`config.mk`:
```
export PLATFORM = sky130hd
export DESIGN_NAME = dfl_ctrl
export DESIGN_NICKNAME = d
export VERILOG_FILES = /design/src/dfl_pkg.sv /design/src/dfl_ctrl.sv
export SDC_FILE = /design/constraint.sdc
export NUM_CORES = 1
export LEC_CHECK = 0
export ABC_CLOCK_PERIOD_IN_PS = 2400
export BUFFER_PORTS_ARGS = -buffer_cell sky130_fd_sc_hd__buf_2
export CORE_UTILIZATION = 55
export CTS_CLUSTER_DIAMETER = 150
export DETAILED_ROUTE_END_ITERATION = 10
export PLACE_DENSITY = 0.81
export SYNTH_ARGS = -nofsm -noshare
export SYNTH_HDL_FRONTEND = slang
export SYNTH_SLANG_ARGS = --single-unit
```
`constraint.sdc`:
```
create_clock -name clk -period 2.4 [get_ports clk]
set_input_delay 0.36 -clock clk [delete_from_list [all_inputs] [get_ports clk]]
set_output_delay 0.36 -clock clk [all_outputs]
set_load 0.01 [all_outputs]
```
`src/dfl_pkg.sv`:
```
// Constants and carriers shared by the DDR maintenance and calibration block.
package dfl_pkg;

    // ------------------------------------------------------------------
    // Register offsets
    // ------------------------------------------------------------------
    localparam logic [7:0] OFS_FLUSH_CTRL  = 8'h40;
    localparam logic [7:0] OFS_FLUSH_STAT  = 8'h44;
    localparam logic [7:0] OFS_SPLIT_CTRL  = 8'h48;
    localparam logic [7:0] OFS_CAL_UPDATE  = 8'h4C;
    localparam logic [7:0] OFS_PHY_DRIVE   = 8'h5C;
    localparam logic [7:0] OFS_WL_CTRL     = 8'h60;
    localparam logic [7:0] OFS_WL_DELAY    = 8'h68;
    localparam logic [7:0] OFS_DLY_SELECT  = 8'h6C;
    localparam logic [7:0] OFS_RL_CTRL     = 8'h70;
    localparam logic [7:0] OFS_RD_WINDOW   = 8'h74;
    localparam logic [7:0] OFS_WR_DLY_VAL  = 8'h78;

    // ------------------------------------------------------------------
    // Field positions
    // ------------------------------------------------------------------
    localparam int FLUSH_EN_LSB   = 0;
    localparam int FLUSH_IE_LSB   = 8;
    localparam int DEBUG_IE_BIT   = 16;
    localparam int DEBUG_HIT_BIT  = 8;
    localparam int PROT_OVR_LSB   = 10;
    localparam int SPLIT_OFF_BIT  = 1;
    localparam int ZQ_MODE_LSB    = 16;
    localparam int WL_IVL_LSB     = 8;
    localparam int DLL_IVL_LSB    = 0;
    localparam int LVL_OK_LSB     = 24;
    localparam int WL_SW_LSB      = 16;
    localparam int RL_SW_LSB      = 0;
    localparam int WL_DLY_B1_LSB  = 8;
    localparam int RD_WIN_B1_LSB  = 4;
    localparam int WDLY_AMT_B1_LSB = 4;
    localparam int WR_PICK_B0_BIT = 1;
    localparam int WR_PICK_B1_BIT = 5;
    localparam int RD_PICK_B0_BIT = 0;
    localparam int RD_PICK_B1_BIT = 4;

    // ------------------------------------------------------------------
    // Encodings and reset values
    // ------------------------------------------------------------------
    localparam logic [1:0] PROT_FORCE_BUF   = 2'h1;
    localparam logic [1:0] PROT_FORCE_NOBUF = 2'h2;
    localparam logic [1:0] ZQ_SHORT         = 2'h1;
    localparam logic [1:0] ZQ_LONG          = 2'h2;
    localparam logic [2:0] DRIVE_RESET      = 3'h7;
    localparam logic [7:0] WLO_RESET        = 8'h0A;

    // ------------------------------------------------------------------
    // Timing
    // ------------------------------------------------------------------
    localparam int CLK_PERIOD_NS  = 100;
    localparam int INTERVAL_UNIT  = 1024;
    localparam int TXS_EXTRA_NS   = 10;
    localparam int TXS_EXTRA_CYC  =
        (TXS_EXTRA_NS + CLK_PERIOD_NS - 1) / CLK_PERIOD_NS;

    typedef struct packed {
        logic [7:0]  addr;
        logic [31:0] wdata;
        logic        wr;
        logic        rd;
    } dfl_bus_t;

    typedef struct packed {
        logic       done;
        logic       ok;
        logic [6:0] value;
    } dfl_scan_t;

endpackage

```
`src/dfl_ctrl.sv`:
```
// Flush, calibration timing and leveling control block of the DDR controller.
`timescale 1ns/1ns
// What this block does
// - Writing one starts channel command flush.
// - Finished flush clears its enable bit.
// - Finished flush sets channel done status.
// - Status bits clear on write one.
// - Flush interrupt gated by per-channel enable.
// - Debug hit interrupt gated by enable.
// - Channel 1 bufferable override, else HPROT.
// - Split-off bit stops channel 1 SPLIT.
// - Self-refresh exit issues ZQCS or ZQCL.
// - ZQ command waits for tXS first.
// - Write-leveling repeats every N*1024 cycles.
// - DLL update repeats every N*1024 cycles.
// - Three-bit drive impedance, default 34 ohm.
// - Write-leveling software or hardware per byte.
// - Write-leveling pass flags read only.
// - Write DLL delay shows hardware or software.
// - Read-leveling software or hardware per byte.
// - Read window shows hardware or software.
// - Write select delays DQS or DQ.
// - Read select delays DQS or DQ.
// - Write delay amount per byte.
module dfl_ctrl
    import dfl_pkg::*;
#(
    parameter int TRFC_CYC = 11
) (
    // Clock and reset
    input  wire logic        clk,
    input  wire logic        arst_n,
    // Register port
    input  wire dfl_bus_t    bus,
    output logic [31:0]      rdata,
    // Flush engine
    input  wire logic [3:0]  flush_finished,
    output logic [3:0]       flush_start,
    input  wire logic        debug_match,
    output logic             flush_irq,
    output logic             debug_irq,
    // Channel 1 bus attributes
    input  wire logic        ch1_hprot_buf,
    output logic             ch1_bufferable,
    output logic             ch1_split_off,
    // Self-refresh and periodic maintenance
    input  wire logic        sr_exit,
    output logic             zq_short_cmd,
    output logic             zq_long_cmd,
    output logic             wl_cal_req,
    output logic             dll_update_req,
    // PHY settings
    output logic [2:0]       drive_impedance_select,
    output logic [7:0]       dqs_to_dq_latch_delay,
    output logic [1:0]       wl_hw_scan_en,
    output logic [1:0]       rl_hw_scan_en,
    output logic [13:0]      wr_dll_delay,
    output logic [7:0]       rd_filter_window,
    output logic [1:0]       wr_strobe_delay_pick,
    output logic [1:0]       rd_strobe_delay_pick,
    output logic [5:0]       wr_delay_amount,
    // Scan results per byte
    input  wire dfl_scan_t   wl_scan_b0,
    input  wire dfl_scan_t   wl_scan_b1,
    input  wire dfl_scan_t   rl_scan_b0,
    input  wire dfl_scan_t   rl_scan_b1
);

    // ------------------------------------------------------------------
    // State
    // ------------------------------------------------------------------
    typedef enum logic [1:0] {ZQ_IDLE, ZQ_WAIT, ZQ_FIRE} dfl_zq_t;

    localparam int TXS_CYC = TRFC_CYC + TXS_EXTRA_CYC;
    localparam int IVL_W   = 18;

    logic [3:0]  flush_en_reg, flush_en_next;
    logic [3:0]  flush_ie_reg, flush_ie_next;
    logic        debug_ie_reg, debug_ie_next;
    logic [3:0]  done_reg, done_next;
    logic        hit_reg, hit_next;
    logic [1:0]  prot_reg, prot_next;
    logic        split_reg, split_next;
    logic [1:0]  zqm_reg, zqm_next;
    logic [7:0]  wl_ivl_reg, wl_ivl_next;
    logic [7:0]  dll_ivl_reg, dll_ivl_next;
    logic [2:0]  drive_reg, drive_next;
    logic [1:0]  wl_sw_reg, wl_sw_next;
    logic [7:0]  wlo_reg, wlo_next;
    logic [1:0]  wl_ok_reg, wl_ok_next;
    logic [13:0] wl_dly_reg, wl_dly_next;
    logic [3:0]  pick_reg, pick_next;
    logic [1:0]  rl_sw_reg, rl_sw_next;
    logic [1:0]  rl_ok_reg, rl_ok_next;
    logic [7:0]  rwin_reg, rwin_next;
    logic [5:0]  wamt_reg, wamt_next;
    logic [31:0] rdata_next;
    dfl_zq_t     zq_reg, zq_next;
    logic [7:0]  txs_reg, txs_next;
    logic        zqs_reg, zqs_next, zql_reg, zql_next;
    logic [IVL_W-1:0] wl_cnt_reg, wl_cnt_next, dll_cnt_reg, dll_cnt_next;
    logic        wl_req_reg, wl_req_next, dll_req_reg, dll_req_next;
    logic        fin_irq_reg, fin_irq_next, dbg_irq_reg, dbg_irq_next;
    logic        buf_reg, buf_next;

    // Interval counter step: reload at N*1024, pulse on reaching one.
    function automatic logic [IVL_W:0] ivl_step(logic [7:0] n,
                                                logic [IVL_W-1:0] c);
        logic [IVL_W-1:0] span;
        span = IVL_W'({n, 10'h000});
        if (n == 8'h00) begin
            ivl_step = '0;
        end else if (c <= IVL_W'(1)) begin
            ivl_step = {1'b1, span};
        end else begin
            ivl_step = {1'b0, c - IVL_W'(1)};
        end
    endfunction

    // ------------------------------------------------------------------
    // Register writes and hardware updates
    // ------------------------------------------------------------------
    always_comb begin
        logic wr_hit;
        logic [31:0] d;
        wr_hit        = bus.wr;
        d             = bus.wdata;
        flush_en_next = flush_en_reg & ~flush_finished;
        flush_ie_next = flush_ie_reg;
        debug_ie_next = debug_ie_reg;
        done_next     = done_reg;
        hit_next      = hit_reg;
        prot_next     = prot_reg;
        split_next    = split_reg;
        zqm_next      = zqm_reg;
        wl_ivl_next   = wl_ivl_reg;
        dll_ivl_next  = dll_ivl_reg;
        drive_next    = drive_reg;
        wl_sw_next    = wl_sw_reg;
        wlo_next      = wlo_reg;
        wl_ok_next    = wl_ok_reg;
        wl_dly_next   = wl_dly_reg;
        pick_next     = pick_reg;
        rl_sw_next    = rl_sw_reg;
        rl_ok_next    = rl_ok_reg;
        rwin_next     = rwin_reg;
        wamt_next     = wamt_reg;
        if (wr_hit) begin
            unique case (bus.addr)
                OFS_FLUSH_CTRL: begin
                    flush_en_next = flush_en_next
                        | d[FLUSH_EN_LSB +: 4];
                    flush_ie_next = d[FLUSH_IE_LSB +: 4];
                    debug_ie_next = d[DEBUG_IE_BIT];
                end
                OFS_FLUSH_STAT: begin
                    done_next = done_reg & ~d[3:0];
                    hit_next  = hit_reg & ~d[DEBUG_HIT_BIT];
                end
                OFS_SPLIT_CTRL: begin
                    prot_next  = d[PROT_OVR_LSB +: 2];
                    split_next = d[SPLIT_OFF_BIT];
                end
                OFS_CAL_UPDATE: begin
                    zqm_next     = d[ZQ_MODE_LSB +: 2];
                    wl_ivl_next  = d[WL_IVL_LSB +: 8];
                    dll_ivl_next = d[DLL_IVL_LSB +: 8];
                end
                OFS_PHY_DRIVE:  drive_next = d[2:0];
                OFS_WL_CTRL: begin
                    wl_sw_next = d[WL_SW_LSB +: 2];
                    wlo_next   = d[7:0];
                end
                OFS_WL_DELAY: begin
                    if (wl_sw_reg[0]) wl_dly_next[6:0] = d[6:0];
                    if (wl_sw_reg[1]) begin
                        wl_dly_next[13:7] = d[WL_DLY_B1_LSB +: 7];
                    end
                end
                OFS_DLY_SELECT: begin
                    pick_next = {d[WR_PICK_B1_BIT], d[RD_PICK_B1_BIT],
                                 d[WR_PICK_B0_BIT], d[RD_PICK_B0_BIT]};
                end
                OFS_RL_CTRL:    rl_sw_next = d[RL_SW_LSB +: 2];
                OFS_RD_WINDOW: begin
                    if (rl_sw_reg[0]) rwin_next[3:0] = d[3:0];
                    if (rl_sw_reg[1]) begin
                        rwin_next[7:4] = d[RD_WIN_B1_LSB +: 4];
                    end
                end
                OFS_WR_DLY_VAL: begin
                    wamt_next = {d[WDLY_AMT_B1_LSB +: 3], d[2:0]};
                end
                default: ;
            endcase
        end
        // Hardware set wins over a same-cycle software clear.
        done_next = done_next | (flush_en_reg & flush_finished);
        hit_next  = hit_next | debug_match;
        // Scan results land only on completion and only in hardware mode.
        if (wl_sw_next[0]) wl_ok_next[0] = 1'b0;
        else if (wl_scan_b0.done) begin
            wl_ok_next[0]    = wl_scan_b0.ok;
            wl_dly_next[6:0] = wl_scan_b0.value;
        end
        if (wl_sw_next[1]) wl_ok_next[1] = 1'b0;
        else if (wl_scan_b1.done) begin
            wl_ok_next[1]     = wl_scan_b1.ok;
            wl_dly_next[13:7] = wl_scan_b1.value;
        end
        if (rl_sw_next[0]) rl_ok_next[0] = 1'b0;
        else if (rl_scan_b0.done) begin
            rl_ok_next[0]  = rl_scan_b0.ok;
            rwin_next[3:0] = rl_scan_b0.value[3:0];
        end
        if (rl_sw_next[1]) rl_ok_next[1] = 1'b0;
        else if (rl_scan_b1.done) begin
            rl_ok_next[1]  = rl_scan_b1.ok;
            rwin_next[7:4] = rl_scan_b1.value[3:0];
        end
    end

    // ------------------------------------------------------------------
    // Read data, outputs, ZQ sequencing and intervals
    // ------------------------------------------------------------------
    always_comb begin
        logic [IVL_W:0] ws, ds;
        ws = ivl_step(wl_ivl_reg, wl_cnt_reg);
        ds = ivl_step(dll_ivl_reg, dll_cnt_reg);
        rdata_next = '0;
        if (bus.rd) begin
            unique case (bus.addr)
                OFS_FLUSH_CTRL: rdata_next = {15'h0000, debug_ie_reg,
                    4'h0, flush_ie_reg, 4'h0, flush_en_reg};
                OFS_FLUSH_STAT: rdata_next = {23'h000000, hit_reg,
                    4'h0, done_reg};
                OFS_SPLIT_CTRL: rdata_next = {20'h00000, prot_reg,
                    8'h00, split_reg, 1'b0};
                OFS_CAL_UPDATE: rdata_next = {14'h0000, zqm_reg,
                    wl_ivl_reg, dll_ivl_reg};
                OFS_PHY_DRIVE:  rdata_next = {29'h00000000, drive_reg};
                OFS_WL_CTRL:    rdata_next = {6'h00, wl_ok_reg, 6'h00,
                    wl_sw_reg, 8'h00, wlo_reg};
                OFS_WL_DELAY:   rdata_next = {17'h00000, wl_dly_reg[13:7],
                    1'b0, wl_dly_reg[6:0]};
                OFS_DLY_SELECT: rdata_next = {26'h0000000, pick_reg[3:2],
                    2'h0, pick_reg[1:0]};
                OFS_RL_CTRL:    rdata_next = {6'h00, rl_ok_reg, 22'h000000,
                    rl_sw_reg};
                OFS_RD_WINDOW:  rdata_next = {24'h000000, rwin_reg};
                OFS_WR_DLY_VAL: rdata_next = {25'h0000000, wamt_reg[5:3],
                    1'b0, wamt_reg[2:0]};
                default:        rdata_next = '0;
            endcase
        end
        fin_irq_next = |(done_reg & flush_ie_reg);
        dbg_irq_next = hit_reg & debug_ie_reg;
        unique case (prot_reg)
            PROT_FORCE_BUF:   buf_next = 1'b1;
            PROT_FORCE_NOBUF: buf_next = 1'b0;
            default:          buf_next = ch1_hprot_buf;
        endcase
        zq_next  = zq_reg;
        txs_next = txs_reg;
        zqs_next = 1'b0;
        zql_next = 1'b0;
        unique case (zq_reg)
            ZQ_IDLE: if (sr_exit && (zqm_reg == ZQ_SHORT
                                     || zqm_reg == ZQ_LONG)) begin
                zq_next  = ZQ_WAIT;
                txs_next = 8'(TXS_CYC - 1);
            end
            ZQ_WAIT: if (txs_reg == 8'h00) begin
                zq_next = ZQ_FIRE;
            end else begin
                txs_next = txs_reg - 8'h01;
            end
            ZQ_FIRE: begin
                zq_next  = ZQ_IDLE;
                zqs_next = (zqm_reg == ZQ_SHORT);
                zql_next = (zqm_reg == ZQ_LONG);
            end
        endcase
        wl_req_next  = ws[IVL_W];
        wl_cnt_next  = ws[IVL_W-1:0];
        dll_req_next = ds[IVL_W];
        dll_cnt_next = ds[IVL_W-1:0];
    end

    always_ff @(posedge clk or negedge arst_n) begin
        if (!arst_n) begin
            flush_en_reg <= '0;
            flush_ie_reg <= '0;
            debug_ie_reg <= 1'b0;
            done_reg     <= '0;
            hit_reg      <= 1'b0;
            prot_reg     <= '0;
            split_reg    <= 1'b0;
            zqm_reg      <= '0;
            wl_ivl_reg   <= '0;
            dll_ivl_reg  <= '0;
            drive_reg    <= DRIVE_RESET;
            wl_sw_reg    <= '0;
            wlo_reg      <= WLO_RESET;
            wl_ok_reg    <= '0;
            wl_dly_reg   <= '0;
            pick_reg     <= '0;
            rl_sw_reg    <= '0;
            rl_ok_reg    <= '0;
            rwin_reg     <= '0;
            wamt_reg     <= '0;
            rdata        <= '0;
            zq_reg       <= ZQ_IDLE;
            txs_reg      <= '0;
            zqs_reg      <= 1'b0;
            zql_reg      <= 1'b0;
            wl_cnt_reg   <= '0;
            dll_cnt_reg  <= '0;
            wl_req_reg   <= 1'b0;
            dll_req_reg  <= 1'b0;
            fin_irq_reg  <= 1'b0;
            dbg_irq_reg  <= 1'b0;
            buf_reg      <= 1'b0;
        end else begin
            flush_en_reg <= flush_en_next;
            flush_ie_reg <= flush_ie_next;
            debug_ie_reg <= debug_ie_next;
            done_reg     <= done_next;
            hit_reg      <= hit_next;
            prot_reg     <= prot_next;
            split_reg    <= split_next;
            zqm_reg      <= zqm_next;
            wl_ivl_reg   <= wl_ivl_next;
            dll_ivl_reg  <= dll_ivl_next;
            drive_reg    <= drive_next;
            wl_sw_reg    <= wl_sw_next;
            wlo_reg      <= wlo_next;
            wl_ok_reg    <= wl_ok_next;
            wl_dly_reg   <= wl_dly_next;
            pick_reg     <= pick_next;
            rl_sw_reg    <= rl_sw_next;
            rl_ok_reg    <= rl_ok_next;
            rwin_reg     <= rwin_next;
            wamt_reg     <= wamt_next;
            rdata        <= rdata_next;
            zq_reg       <= zq_next;
            txs_reg      <= txs_next;
            zqs_reg      <= zqs_next;
            zql_reg      <= zql_next;
            wl_cnt_reg   <= wl_cnt_next;
            dll_cnt_reg  <= dll_cnt_next;
            wl_req_reg   <= wl_req_next;
            dll_req_reg  <= dll_req_next;
            fin_irq_reg  <= fin_irq_next;
            dbg_irq_reg  <= dbg_irq_next;
            buf_reg      <= buf_next;
        end
    end

    // The pick and amount bits go straight to the PHY delay lines.
    assign flush_start            = flush_en_reg;
    assign flush_irq              = fin_irq_reg;
    assign debug_irq              = dbg_irq_reg;
    assign ch1_bufferable         = buf_reg;
    assign ch1_split_off          = split_reg;
    assign zq_short_cmd           = zqs_reg;
    assign zq_long_cmd            = zql_reg;
    assign wl_cal_req             = wl_req_reg;
    assign dll_update_req         = dll_req_reg;
    assign drive_impedance_select = drive_reg;
    assign dqs_to_dq_latch_delay  = wlo_reg;
    assign wl_hw_scan_en          = ~wl_sw_reg;
    assign rl_hw_scan_en          = ~rl_sw_reg;
    assign wr_dll_delay           = wl_dly_reg;
    assign rd_filter_window       = rwin_reg;
    assign wr_strobe_delay_pick   = {pick_reg[3], pick_reg[1]};
    assign rd_strobe_delay_pick   = {pick_reg[2], pick_reg[0]};
    assign wr_delay_amount        = wamt_reg;
endmodule // dfl_ctrl

```
Word-level counts from Yosys, hierarchy flattened
Cells that the tools add are included.

operators by class
  $add $sub $neg = 3
  magnitude comparators = 2
  equality and inequality tests = 20
  multiplexer cells = 49
  bitwise logic cells = 14
  reductions and logical operators = 21

operator list
  cell                                                   number
  one-hot mux 26 bit (11 select lines)                   1
  equality test 8 x 7 -> 1 bit (second input constant)   11
  2-to-1 mux 19 bit                                      4
  2-to-1 mux 7 bit                                       6
  2-to-1 mux 4 bit                                       10
  <= comparator 18 x 1 -> 1 bit (second input constant)  2
  subtractor 18 x 1 -> 18 bit (second input constant)    2
  2-to-1 mux 8 bit                                       4
  2-to-1 mux 14 bit                                      2
  2-to-1 mux 26 bit                                      1
  zero test 8 bit                                        3
  bitwise AND 4 bit                                      4
  one-hot mux 8 bit (2 select lines)                     1
  AND reduction 2 bit                                    8
  2-to-1 mux 1 bit                                       12
  2-to-1 mux 2 bit                                       6
  nonzero test 2 bit                                     5
  NOT 4 bit                                              2
  bitwise OR 4 bit                                       2
  subtractor 8 x 1 -> 8 bit (second input constant)      1
  equality test 2 x 1 -> 1 bit (second input constant)   3
  equality test 2 bit (second input constant)            3
  inequality test 2 bit (second input constant)          3
  one-hot mux 2 bit (3 select lines)                     1
  10 further kinds                                       12

storage, ports and cells
  bits in registers = 171
  input bits = 87
  output and inout bits = 91
  logic and storage cells = 143

Longest topological paths before layout
Gate-level depths: netlist (run 1).

  depth in word-level cells = 5
  gate-level depth with buffers = 8
  mapped depth without buffers = 7

Worst setup path after synthesis (run 1)
No wires, ideal clock.

  path kind = input port to flip-flop
  start point = input bus[37] (netlist bit)
  end point = register rwin_reg[0] (netlist: rd_filter_window[0])
  setup time = 0.127 ns
  arrival = 2.202 ns
  slack = 0.070 ns
  stages on the path = 7
  path buffers = 2
  cell sequence = or4_1 > buf_2 > nor3_4 > mux2_4 > or2_1 > buf_4 > mux2_1

RTL lines
  element                       line             source
  start, declared               dfl_ctrl.sv:34   input wire dfl_bus_t bus,
  equality test 8 x 7 -> 1 bit  dfl_ctrl.sv:149  unique case (bus.addr)
  2-to-1 mux 2 bit              dfl_ctrl.sv:149
  2-to-1 mux 2 bit              dfl_ctrl.sv:148  if (wr_hit) begin
  via rl_sw_next[0]             dfl_ctrl.sv:93   logic [1:0] rl_sw_reg, rl_sw_next;
  2-to-1 mux 4 bit              dfl_ctrl.sv:211  if (rl_sw_next[0]) rl_ok_next[0] = 1'b0;
  via rwin_next[0]              dfl_ctrl.sv:95   logic [7:0] rwin_reg, rwin_next;
  end signal, assigned          dfl_ctrl.sv:343  rwin_reg <= rwin_next;
  end, declared                 dfl_ctrl.sv:95

The timed path passes the listed nets, and every way through them passes these cells.
A chain may end at the register's enable or synchronous reset.

Worst setup path after layout (run 1)
  start point = register dll_cnt_reg[9]
  end point = register dll_cnt_reg[12]

on the way
  word-level cells in the longest chain between the ends = 3

RTL lines
  element                                                                       line                              source
  start, declared                                                               dfl_ctrl.sv:101                   logic [IVL_W-1:0] wl_cnt_reg, wl_cnt_next, dll_cnt_reg, dll_cnt_next;
  start signal, assigned                                                        dfl_ctrl.sv:351                   dll_cnt_reg <= dll_cnt_next;
  subtractor 18 x 1 -> 18 bit or <= comparator 18 x 1 -> 1 bit (tied branches)  dfl_ctrl.sv:116, dfl_ctrl.sv:113
  2-to-1 mux 19 bit (*)                                                         dfl_ctrl.sv:113                   end else if (c <= IVL_W'(1)) begin
  2-to-1 mux 19 bit (*)                                                         dfl_ctrl.sv:111                   if (n == 8'h00) begin
  via dll_cnt_next[12]                                                          dfl_ctrl.sv:101

The timed path passes the listed nets; every way through them passes the cells marked *.

==> summary.md, run 1 <==
| Metric | Value |
|---|---|
| Cell Rows | `43` |
| Final-report hold violation count | `0` |
| Met2 GRT Util | `45.21%` |
| M3 GR Usage | `7.350%` |
| Worst-Margin Slew | `1.034 ns` |
| M1 GR Usage | `37.25%` |
| ANT nets after route | `0` |
| GRT busiest layer | `met2` |
| EDFF count, synth | `0` |
| Setup violations, final | `0` |
| Detailed Route WL | `20.09 mm` |
| Mapped Cells | `746` |
| P&R area growth vs syn | `22.08%` |
| Hold Path Class | `input pin to register` |
| RSZ-0062 raised after global routing | `no` |
| Drt drc | `0` |
| Slew HR | `30.95%` |
| Crit-path cells | `or4_4 -> or4_4 -> nand4b_4 -> o21ai_0 -> buf_4 -> o21ai_0` |
| Startpoint Class | `register` |
| Main synth FF type | `dfrtp_1` |
| Clock skew | `0.005618 ns` |
| Post-synthesis sequential area ratio | `50.56%` |
| Clk pin slew, worst setup/hold paths | `0.06 ns` |
| Die W | `121.7 um` |
| Io pins | `178` |
| Vias per cell | `5.796` |
| Initial antenna violation count | `0` |
| CTS tree | `yes` |
| Skew-Pair Late Insertion Delay | `0.42 ns` |
| Largest net degree at the start of global routing | `86` |
| Initial core utilization | `56.57%` |
| Share of Yosys cell area claimed by the top area cell type | `48.89%` |
| Clock Path Buffers | `2` |
| Grt total ovfl | `0` |
| Total power | `0.009024 W` |
| Max incr delay on CP | `0.56 ns` |
| DRT iter0 DRCs | `537` |
| Async set-or-reset flop fraction in the synthesized netlist | `100.0%` |
| GPL Wtd Cong | `0.9836` |
| Hold Path Stages | `2` |
| CP Max Fanout | `11` |
| Most frequent cells after synthesis | `154 x dfrtp_1, 86 x nor2_1, 65 x nand2_1` |
| Top post-synthesis cells by area | `dfrtp_1 49%, mux2_2 7.4%, nor2_1 4.1%` |
| Via count | `6468` |
| Peak supply drop | `0.0006460 V` |
| GRT Overall Usage | `28.62%` |
| Buffers added on ports | `145` |
| CP Capture Type | `register` |
| Design area | `9623 um2` |
| Core area | `13930 um2` |
| Tcrit/Tclk final | `91.34%` |
| Most common cell in the netlist | `dfrtp_1` |
| Final-stage net count | `1022` |
| Required time worst endpoint | `2.70 ns` |
| Ys Warns | `0` |
| Chip Height | `121.7 um` |
| Post-DP HPWL | `14.48 mm` |
| CP max-delay cell | `or4_4` |
| Max Clk Rate | `456.2 MHz` |
| Vias in the first global route | `6281` |
| H-Tree Depth | `4` |
| R2R cell count | `6` |
| Pwr/cell area | `937.8 nW/um2` |
| Slew Viols, Final | `0` |
| Cell area after placement | `9015 um2` |
| First-pass GRT wire length | `31.80 mm` |
| Netlist cell types | `63` |
| Mapped Avg Cell Area | `10.57 um2` |
| Drt wl/cell | `18.00 um` |
| DRT Pass-1 Iters | `6` |
| Worst R2R Setup Slack | `0.21 ns` |
| CTS root buf | `clkbuf_16` |
| Largest register FFs | `20` |
| Die ar. | `14810 um2` |
| Final min period | `2.192 ns` |
| Status | `complete, no violations` |
| Post-synthesis sequential element count | `159` |
| TritonCTS Buffers | `17` |
| Mapped Area | `7883 um2` |
| Static leakage | `4.749 nW` |
| N_diodes | `0` |
| Ratio of cells with drive above 1 in the final layout | `31.41%` |
| CTS sink cnt | `159` |
| Leading area contributor after synthesis | `dfrtp_1` |
| Crit Path Category | `register to register` |
| PostCTS Resize Cnt | `0` |
| Critical path arrival | `2.49 ns` |
| Fillers | `1018` |
| Max-Cap Viols | `0` |
worst max-delay path: cells and delay by family, from the launching register on:
kind            cells  cell delay [ns]
simple gates        3             1.24
flops               1             0.41
compound gates      2             0.21
buf+inv             1             0.20
metal layers:
layer / up-vias / part of all wire [%]
li1: 2968 / -
met1: 3163 / 42
met2: 290 / 47
met3: 47 / 7.9
met4: 0 / 2.7
met5: - / 0
cell families (layout without fill, tap and decap cells):
group / Yosys count / in the layout / share of synthesized area (%)
AOI/OAI and AO/OA: 118 / 118 / 9.826
xor gates and xnor gates: 35 / 35 / 3.889
adders and majority gates: 12 / 12 / 1.905
buffers and inverters: 70 / 249 / 4.238
DFF: 159 / 159 / 50.56
muxes: 89 / 89 / 12.38
other: 1 / 12 / 0.04757
and+or+nand+nor: 262 / 262 / 17.16
metrics by stage:
step                utilization (%)  hold slack, ns  setup slack [ns]  setup TNS, ns  std cells
floorplan                         -         0.06441           0.07049              0        757
detailed placement            64.69          0.4094          -0.05077        -0.2503       1083
global route                  69.06          0.1120           0.09362              0       1116
global placement              64.69          0.4064          -0.04829        -0.1986       1083
finish                        69.06          0.1231            0.2079              0       1116
CTS                           69.06          0.1119            0.2102              0       1116
power breakdown:
part | total (W) | switching, W | internal (W)
sequential | 0.00341 | 0.000355 | 0.00305
clock | 0.00274 | 0.00105 | 0.00168
combinational | 0.00288 | 0.00158 | 0.00131
total | 0.00902 | 0.00298 | 0.00604
worst paths after layout:
path | to | start
worst max-delay path | dll_cnt_reg[12] | dll_cnt_reg[9]
min in group asynchronous | wl_cnt_reg[16] | arst_n
max in group asynchronous | drive_impedance_select[2] | arst_n
worst min register to register | hit_reg | hit_reg
worst min-delay path | hit_reg | debug_match
worst max register to register | dll_cnt_reg[12] | dll_cnt_reg[9]
area by class of cell:
cell class | instances | area (um2) | area share (%)
Clock buffer | 21 | 460.4 | 4.785
Timing Repair Buffer | 189 | 1090 | 11.32
Clock inverter | 11 | 137.6 | 1.430
Tap cell | 180 | 225.2 | 2.340
Inverter | 28 | 105.1 | 1.092
Sequential cell | 159 | 3985 | 41.41
Multi-Input combinational cell | 528 | 3620 | 37.62
placed cells by master, fill, tap and decap left out, types with 5 or more instances in the layout:
master / n
a21oi_1: 29
a22o_1: 9
a22oi_1: 15
a31oi_1: 7
and2_1: 6
buf_2: 144
buf_4: 41
clkbuf_16: 17
clkinv_2: 6
conb_1: 12
dfrtp_1: 154
dfstp_2: 5
ha_1: 12
inv_1: 28
mux2_1: 8
mux2_2: 52
mux2i_1: 27
nand2_1: 65
nand3_1: 24
nand3b_1: 7
nor2_1: 86
nor3_1: 13
nor4_1: 9
o21ai_0: 23
o31ai_1: 14
or3_1: 5
or4_1: 10
xnor2_1: 16
xor2_1: 19
what timing repair did:
item,CTS,global route
endpoints found under the hold margin,125,0
endpoints found under the setup margin,0,0
buffers inserted,0,0
hold buffers,1,0
(Power assumes the default switching activity.)
==> inputs of run 2 (changes only) <==
Settings changed: CORE_MARGIN set to 3, RECOVER_POWER set to 25, REMOVE_ABC_BUFFERS set to 1.
==> run 2 against run 1 <==
  * First-iteration DRC count rose by 6.5%
  * Routed wire length rose by 7.3%
  * Sequential power barely moved
  * Critical path depth did not move
  * Clock skew rose by 0.0028 ns
  * Final cell count rose by 0.63%
  * Die area rose by 6.7%
  * Non-clock buffer count rose by 7
  * Power fell by 1.9%
  * Global-route usage fell by 1.2 points
  * Maximum frequency barely moved
  * Via count rose by 2.7%
==> summary.md, run 2 (same netlist as run 1, synthesis figures left out) <==
| Metric | Value |
|---|---|
| Drt wl/cell | `19.19 um` |
| Initial antenna violation count | `0` |
| Static leakage | `4.748 nW` |
| Placed Cells | `1090` |
| Final-report hold violation count | `0` |
| Critical path arrival | `2.50 ns` |
| Tcrit/Tclk final | `91.33%` |
| First-pass GRT wire length | `34.16 mm` |
| Hold Path Class | `input pin to register` |
| Total power | `0.008851 W` |
| Crit Path Category | `register to register` |
| CP Max Fanout | `10` |
| Status | `complete, no violations` |
| Worst-Margin Slew | `1.441 ns` |
| Clk pin slew, worst setup/hold paths | `0.06 ns` |
| Largest register FFs | `20` |
| Io pins | `178` |
| Vias per cell | `5.917` |
| Final Core Density | `69.07%` |
| CTS root buf | `clkbuf_16` |
| Hold_buf cts | `1` |
| Detailed Route WL | `21.55 mm` |
| Max Clk Rate | `456.2 MHz` |
| Largest net degree at the start of global routing | `59` |
| Ratio of cells with drive above 1 in the final layout | `32.13%` |
| Buffers added on ports | `145` |
| Max-Cap Viols | `0` |
| Pwr/cell area | `919.7 nW/um2` |
| Chip Height | `125.7 um` |
| N_diodes | `0` |
| Fillers | `1072` |
| Leading cell type in the layout, fill and taps excluded | `dfrtp_1` |
| Clock Path Buffers | `2` |
| Skew-Pair Late Insertion Delay | `0.43 ns` |
| Final min period | `2.192 ns` |
| GRT Overall Usage | `27.42%` |
| Setup TNS Final | `0 ns` |
| PostCTS Resize Cnt | `0` |
| Required time worst endpoint | `2.71 ns` |
| Startpoint Class | `register` |
| Via count | `6645` |
| Drt drc | `0` |
| GPL Wtd Cong | `0.9155` |
| CTS tree | `yes` |
| Cell Rows | `43` |
| CTS sink cnt | `159` |
| H-Tree Depth | `4` |
| Fin cells | `1123` |
| Post-CTS Setup Inserts | `0` |
| Die W | `125.7 um` |
| Grt total ovfl | `0` |
| Die ar. | `15800 um2` |
| P&R area growth vs syn | `22.10%` |
| Clock skew | `0.008412 ns` |
| CP Capture Type | `register` |
| DRT Pass-1 Iters | `5` |
| Peak supply drop | `0.0005446 V` |
| Post-DP HPWL | `15.37 mm` |
| TritonCTS Buffers | `17` |
| Vias in the first global route | `6552` |
| Initial core utilization | `56.57%` |
| DRT iter0 DRCs | `572` |
| ANT nets after route | `0` |
| RSZ-0062 raised after global routing | `no` |
| Core area | `13930 um2` |
| Most frequent cells in the layout | `154 x dfrtp_1, 144 x buf_2, 86 x nor2_1, 65 x nand2_1, 52 x mux2_2` |
| Slew Viols, Final | `0` |
| Final-stage net count | `1029` |
| Slew HR | `3.916%` |
| Setup violations, final | `0` |
## run 2: changes by cell type in the layout (fill, tap and decap cells not counted), sizes merged
cell / previous run / this run
inv: 29 / 31
clkbuf: 21 / 22
bufinv: 3 / 0
buf: 188 / 194
clkinv: 7 / 5
clkinvlp: 0 / 3
## run 2: area by class of cell
| type | count | area, um2 | share of cell area, % |
|---|---|---|---|
| flip-flops and latches | 159 | 3985 | 41.41 |
| multi-input cells | 528 | 3620 | 37.61 |
| repair buffers | 196 | 1127 | 11.71 |
| clock buffers | 21 | 480.5 | 4.992 |
| well taps | 180 | 225.2 | 2.340 |
| inverters | 28 | 105.1 | 1.092 |
| clock inverters | 11 | 81.33 | 0.8450 |
## run 2: through the flow
step | instance area, um2 | hold slack, ns | setup slack (ns)
after floorplan | 7695 | 0.06441 | -0.09902
after global placement | 9067 | 0.3641 | -0.03672
after detailed placement | 9067 | 0.3682 | -0.06047
after CTS | 9639 | 0.1270 | 0.2067
after global routing | 9624 | 0.1236 | 0.09544
final | 9624 | 0.1309 | 0.2081
## run 2: path summary, 6_finish.rpt
path,slack [ns],from,cells past startpoint,end
worst min-delay path,0.13,debug_match,2,hit_reg
worst max register to register,0.21,dll_cnt_reg[9],6,dll_cnt_reg[8]
max in group asynchronous,0.37,arst_n,3,drive_impedance_select[1]
worst max-delay path,0.21,dll_cnt_reg[9],6,dll_cnt_reg[8]
worst min register to register,0.50,hit_reg,1,hit_reg
min in group asynchronous,0.81,arst_n,2,wl_cnt_reg[1]
## run 2: layer usage
layer | part of all wire, % | GRT usage, % | vias to the layer above
met1 | 41 | 36.19 | 3259
met5 | 0 | 0 | -
met3 | 8.4 | 5.980 | 55
li1 | - | - | 3002
met4 | 2.8 | 10.08 | 0
met2 | 48 | 44.87 | 329
## run 2: worst max-delay path: stages (launching register included)
cell and delay, ns:
dfrtp_1 0.41, or4_4 0.56, or4_4 0.45, nand4b_4 0.22, o21ai_0 0.15, buf_4 0.22, nor2_1 0.07
## run 2: power breakdown
group / switching, W / total (W) / internal, W
Combinational: 0.00157 / 0.00287 / 0.00129
Sequential: 0.000362 / 0.00341 / 0.00305
Clock: 0.00113 / 0.00257 / 0.00144
Total: 0.00307 / 0.00885 / 0.00578
==> inputs of run 3 (changes only) <==
Settings changed: PLACE_DENSITY 0.81 to 0.87.
==> run 3 against run 2 <==
  * Sequential share of layout area up 0.076 points
  * Worst hold slack better by 0.0073 ns
  * Power up 1.7%
  * Sequential cell count unchanged
  * Sequential power about the same
  * Combinational power down 1%
  * Core utilization down 0.13 points
  * Largest cell class unchanged
  * First-iteration DRC count up 3.7%
==> summary.md, run 3 (same netlist as run 1, synthesis figures left out) <==
| Metric | Value |
|---|---|
| Worst setup margin | `0.2151 ns` |
| Switching power | `0.003004 W` |
| Status | `complete, no violations` |
| CTS root buf | `clkbuf_16` |
| Critical path arrival | `2.49 ns` |
| PostCTS Resize Cnt | `0` |
| Initial antenna violation count | `0` |
| Post-DP HPWL | `15.36 mm` |
| CP Max Fanout | `11` |
| Final min period | `2.185 ns` |
| Io pins | `178` |
| Grt total ovfl | `0` |
| Peak supply drop | `0.0005494 V` |
| Fin cells | `1118` |
| Met3 Wirelength | `1.662 mm` |
| Sequential power share | `37.8%` |
| Pint | `0.005999 W` |
| TritonCTS Buffers | `17` |
| Skew-Pair Late Insertion Delay | `0.43 ns` |
| Tcrit/Tclk final | `91.04%` |
| CTS sink cnt | `159` |
| Startpoint Class | `register` |
| Crit Path Category | `register to register` |
| RSZ-0062 raised after global routing | `no` |
| Placed Cells | `1085` |
| Chip Height | `125.7 um` |
| GRT Overall Usage | `26.81%` |
| Detailed Route WL | `21.16 mm` |
| Fillers | `1004` |
| Switching Fraction | `33.37%` |
| N_diodes | `0` |
| Total power | `0.009003 W` |
| H-Tree Depth | `4` |
| Leading cell type in the layout, fill and taps excluded | `dfrtp_1` |
| Vias in the first global route | `6610` |
| Final-report hold violation count | `0` |
| Max-Cap Viols | `0` |
| DRT Pass-1 Iters | `6` |
| Via count | `6645` |
| Core area | `13930 um2` |
| Slew HR | `8.755%` |
| Worst-Margin Slew | `1.369 ns` |
| GPL Wtd Cong | `0.9351` |
| Comb pwr share | `31.5%` |
| Most frequent cells in the layout | `154 x dfrtp_1, 144 x buf_2, 86 x nor2_1, 65 x nand2_1, 52 x mux2_2` |
| Final-stage net count | `1024` |
| Cell Rows | `43` |
| Initial core utilization | `56.57%` |
| Clock skew | `0.009949 ns` |
| Clk pin slew, worst setup/hold paths | `0.06 ns` |
| DRT iter0 DRCs | `593` |
| Ratio of cells with drive above 1 in the final layout | `31.34%` |
| Top layer in use | `met4` |
| DP Worst Slack | `-0.1338 ns` |
| First-pass GRT wire length | `33.58 mm` |
| Die W | `125.7 um` |
| Slew Viols, Final | `0` |
| Static leakage | `4.733 nW` |
| P&R area growth vs syn | `21.87%` |
| Largest net degree at the start of global routing | `58` |
| Setup violations, final | `0` |
| Worst R2R Setup Slack | `0.22 ns` |
| Required time worst endpoint | `2.71 ns` |
| Max Clk Rate | `457.7 MHz` |
| Pwr/cell area | `937.2 nW/um2` |
| CTS tree | `yes` |
| Vias per cell | `5.944` |
| Buffers added on ports | `145` |
| Hold Path Class | `input pin to register` |
| Wire length on met2 | `10.32 mm` |
| Metal-1 WL | `8.388 mm` |
| ANT nets after route | `0` |
| Largest register FFs | `20` |
| CP Capture Type | `register` |
| Clock share of power | `30.7%` |
| Clock Path Buffers | `2` |
| Drt drc | `0` |
| Drt wl/cell | `18.92 um` |
| Die ar. | `15800 um2` |
-- run 3: stage by stage --
| step | hold WS [ns] | cell area (um2) | utilization [%] | setup TNS (ns) |
|---|---|---|---|---|
| after CTS | 0.1232 | 9630 | 69.11 | 0 |
| after detailed placement | 0.3448 | 9017 | 64.71 | -0.8394 |
| after global placement | 0.3394 | 9017 | 64.71 | -0.2668 |
| final | 0.1382 | 9607 | 68.94 | 0 |
| after global routing | 0.1203 | 9607 | 68.94 | 0 |
| after floorplan | 0.06441 | 7695 | - | -2.146 |
-- run 3: per-layer routing --
| metal | vias to the layer above | global-route usage [%] |
|---|---|---|
| met3 | 67 | 5.598 |
| met2 | 349 | 43.99 |
| met4 | 0 | 12.50 |
| met1 | 3246 | 34.28 |
| li1 | 2983 | - |
| met5 | - | 0 |
-- run 3: layout make-up --
type	instances	area (um2)	area share, %
timing repair buffer	191	1069	11.12
multi-input combinational	528	3620	37.68
tap	180	225.2	2.344
sequential	159	3985	41.48
clock buffer	22	464.2	4.832
clock inverter	10	138.9	1.446
inverter	28	105.1	1.094
-- run 3: final timing paths --
path | endpoint | cells past startpoint | from
max in group asynchronous | dqs_to_dq_latch_delay[1] | 3 | arst_n
setup / recovery | dll_cnt_reg[12] | 6 | dll_cnt_reg[9]
hold / removal | hit_reg | 2 | debug_match
min in group asynchronous | ch1_bufferable | 2 | arst_n
hold reg to reg | debug_ie_reg | 2 | debug_ie_reg
setup reg to reg | dll_cnt_reg[12] | 6 | dll_cnt_reg[9]
-- run 3: power by group through the flow --
stage          logic (W)  clock network (W)  registers [W]
2_1_floorplan    0.00236                  0        0.00350
3_3_place_gp     0.00271                  0        0.00342
3_5_place_dp     0.00280                  0        0.00343
4_1_cts          0.00285            0.00279        0.00340
5_1_grt          0.00317            0.00290        0.00345
6_report         0.00283            0.00277        0.00340
-- run 3: timing repair --
item | CTS | global route
hold endpoints to repair | 50 | 0
setup buffers | 0 | 0
hold buffers | 1 | 0
-- run 3: critical path, cell delays in order (launching register included) --
cell and delay (ns):
dfrtp_1 0.42, or4_4 0.56, or4_4 0.46, nand4b_4 0.23, o21ai_0 0.12, buf_4 0.20, o21ai_0 0.08
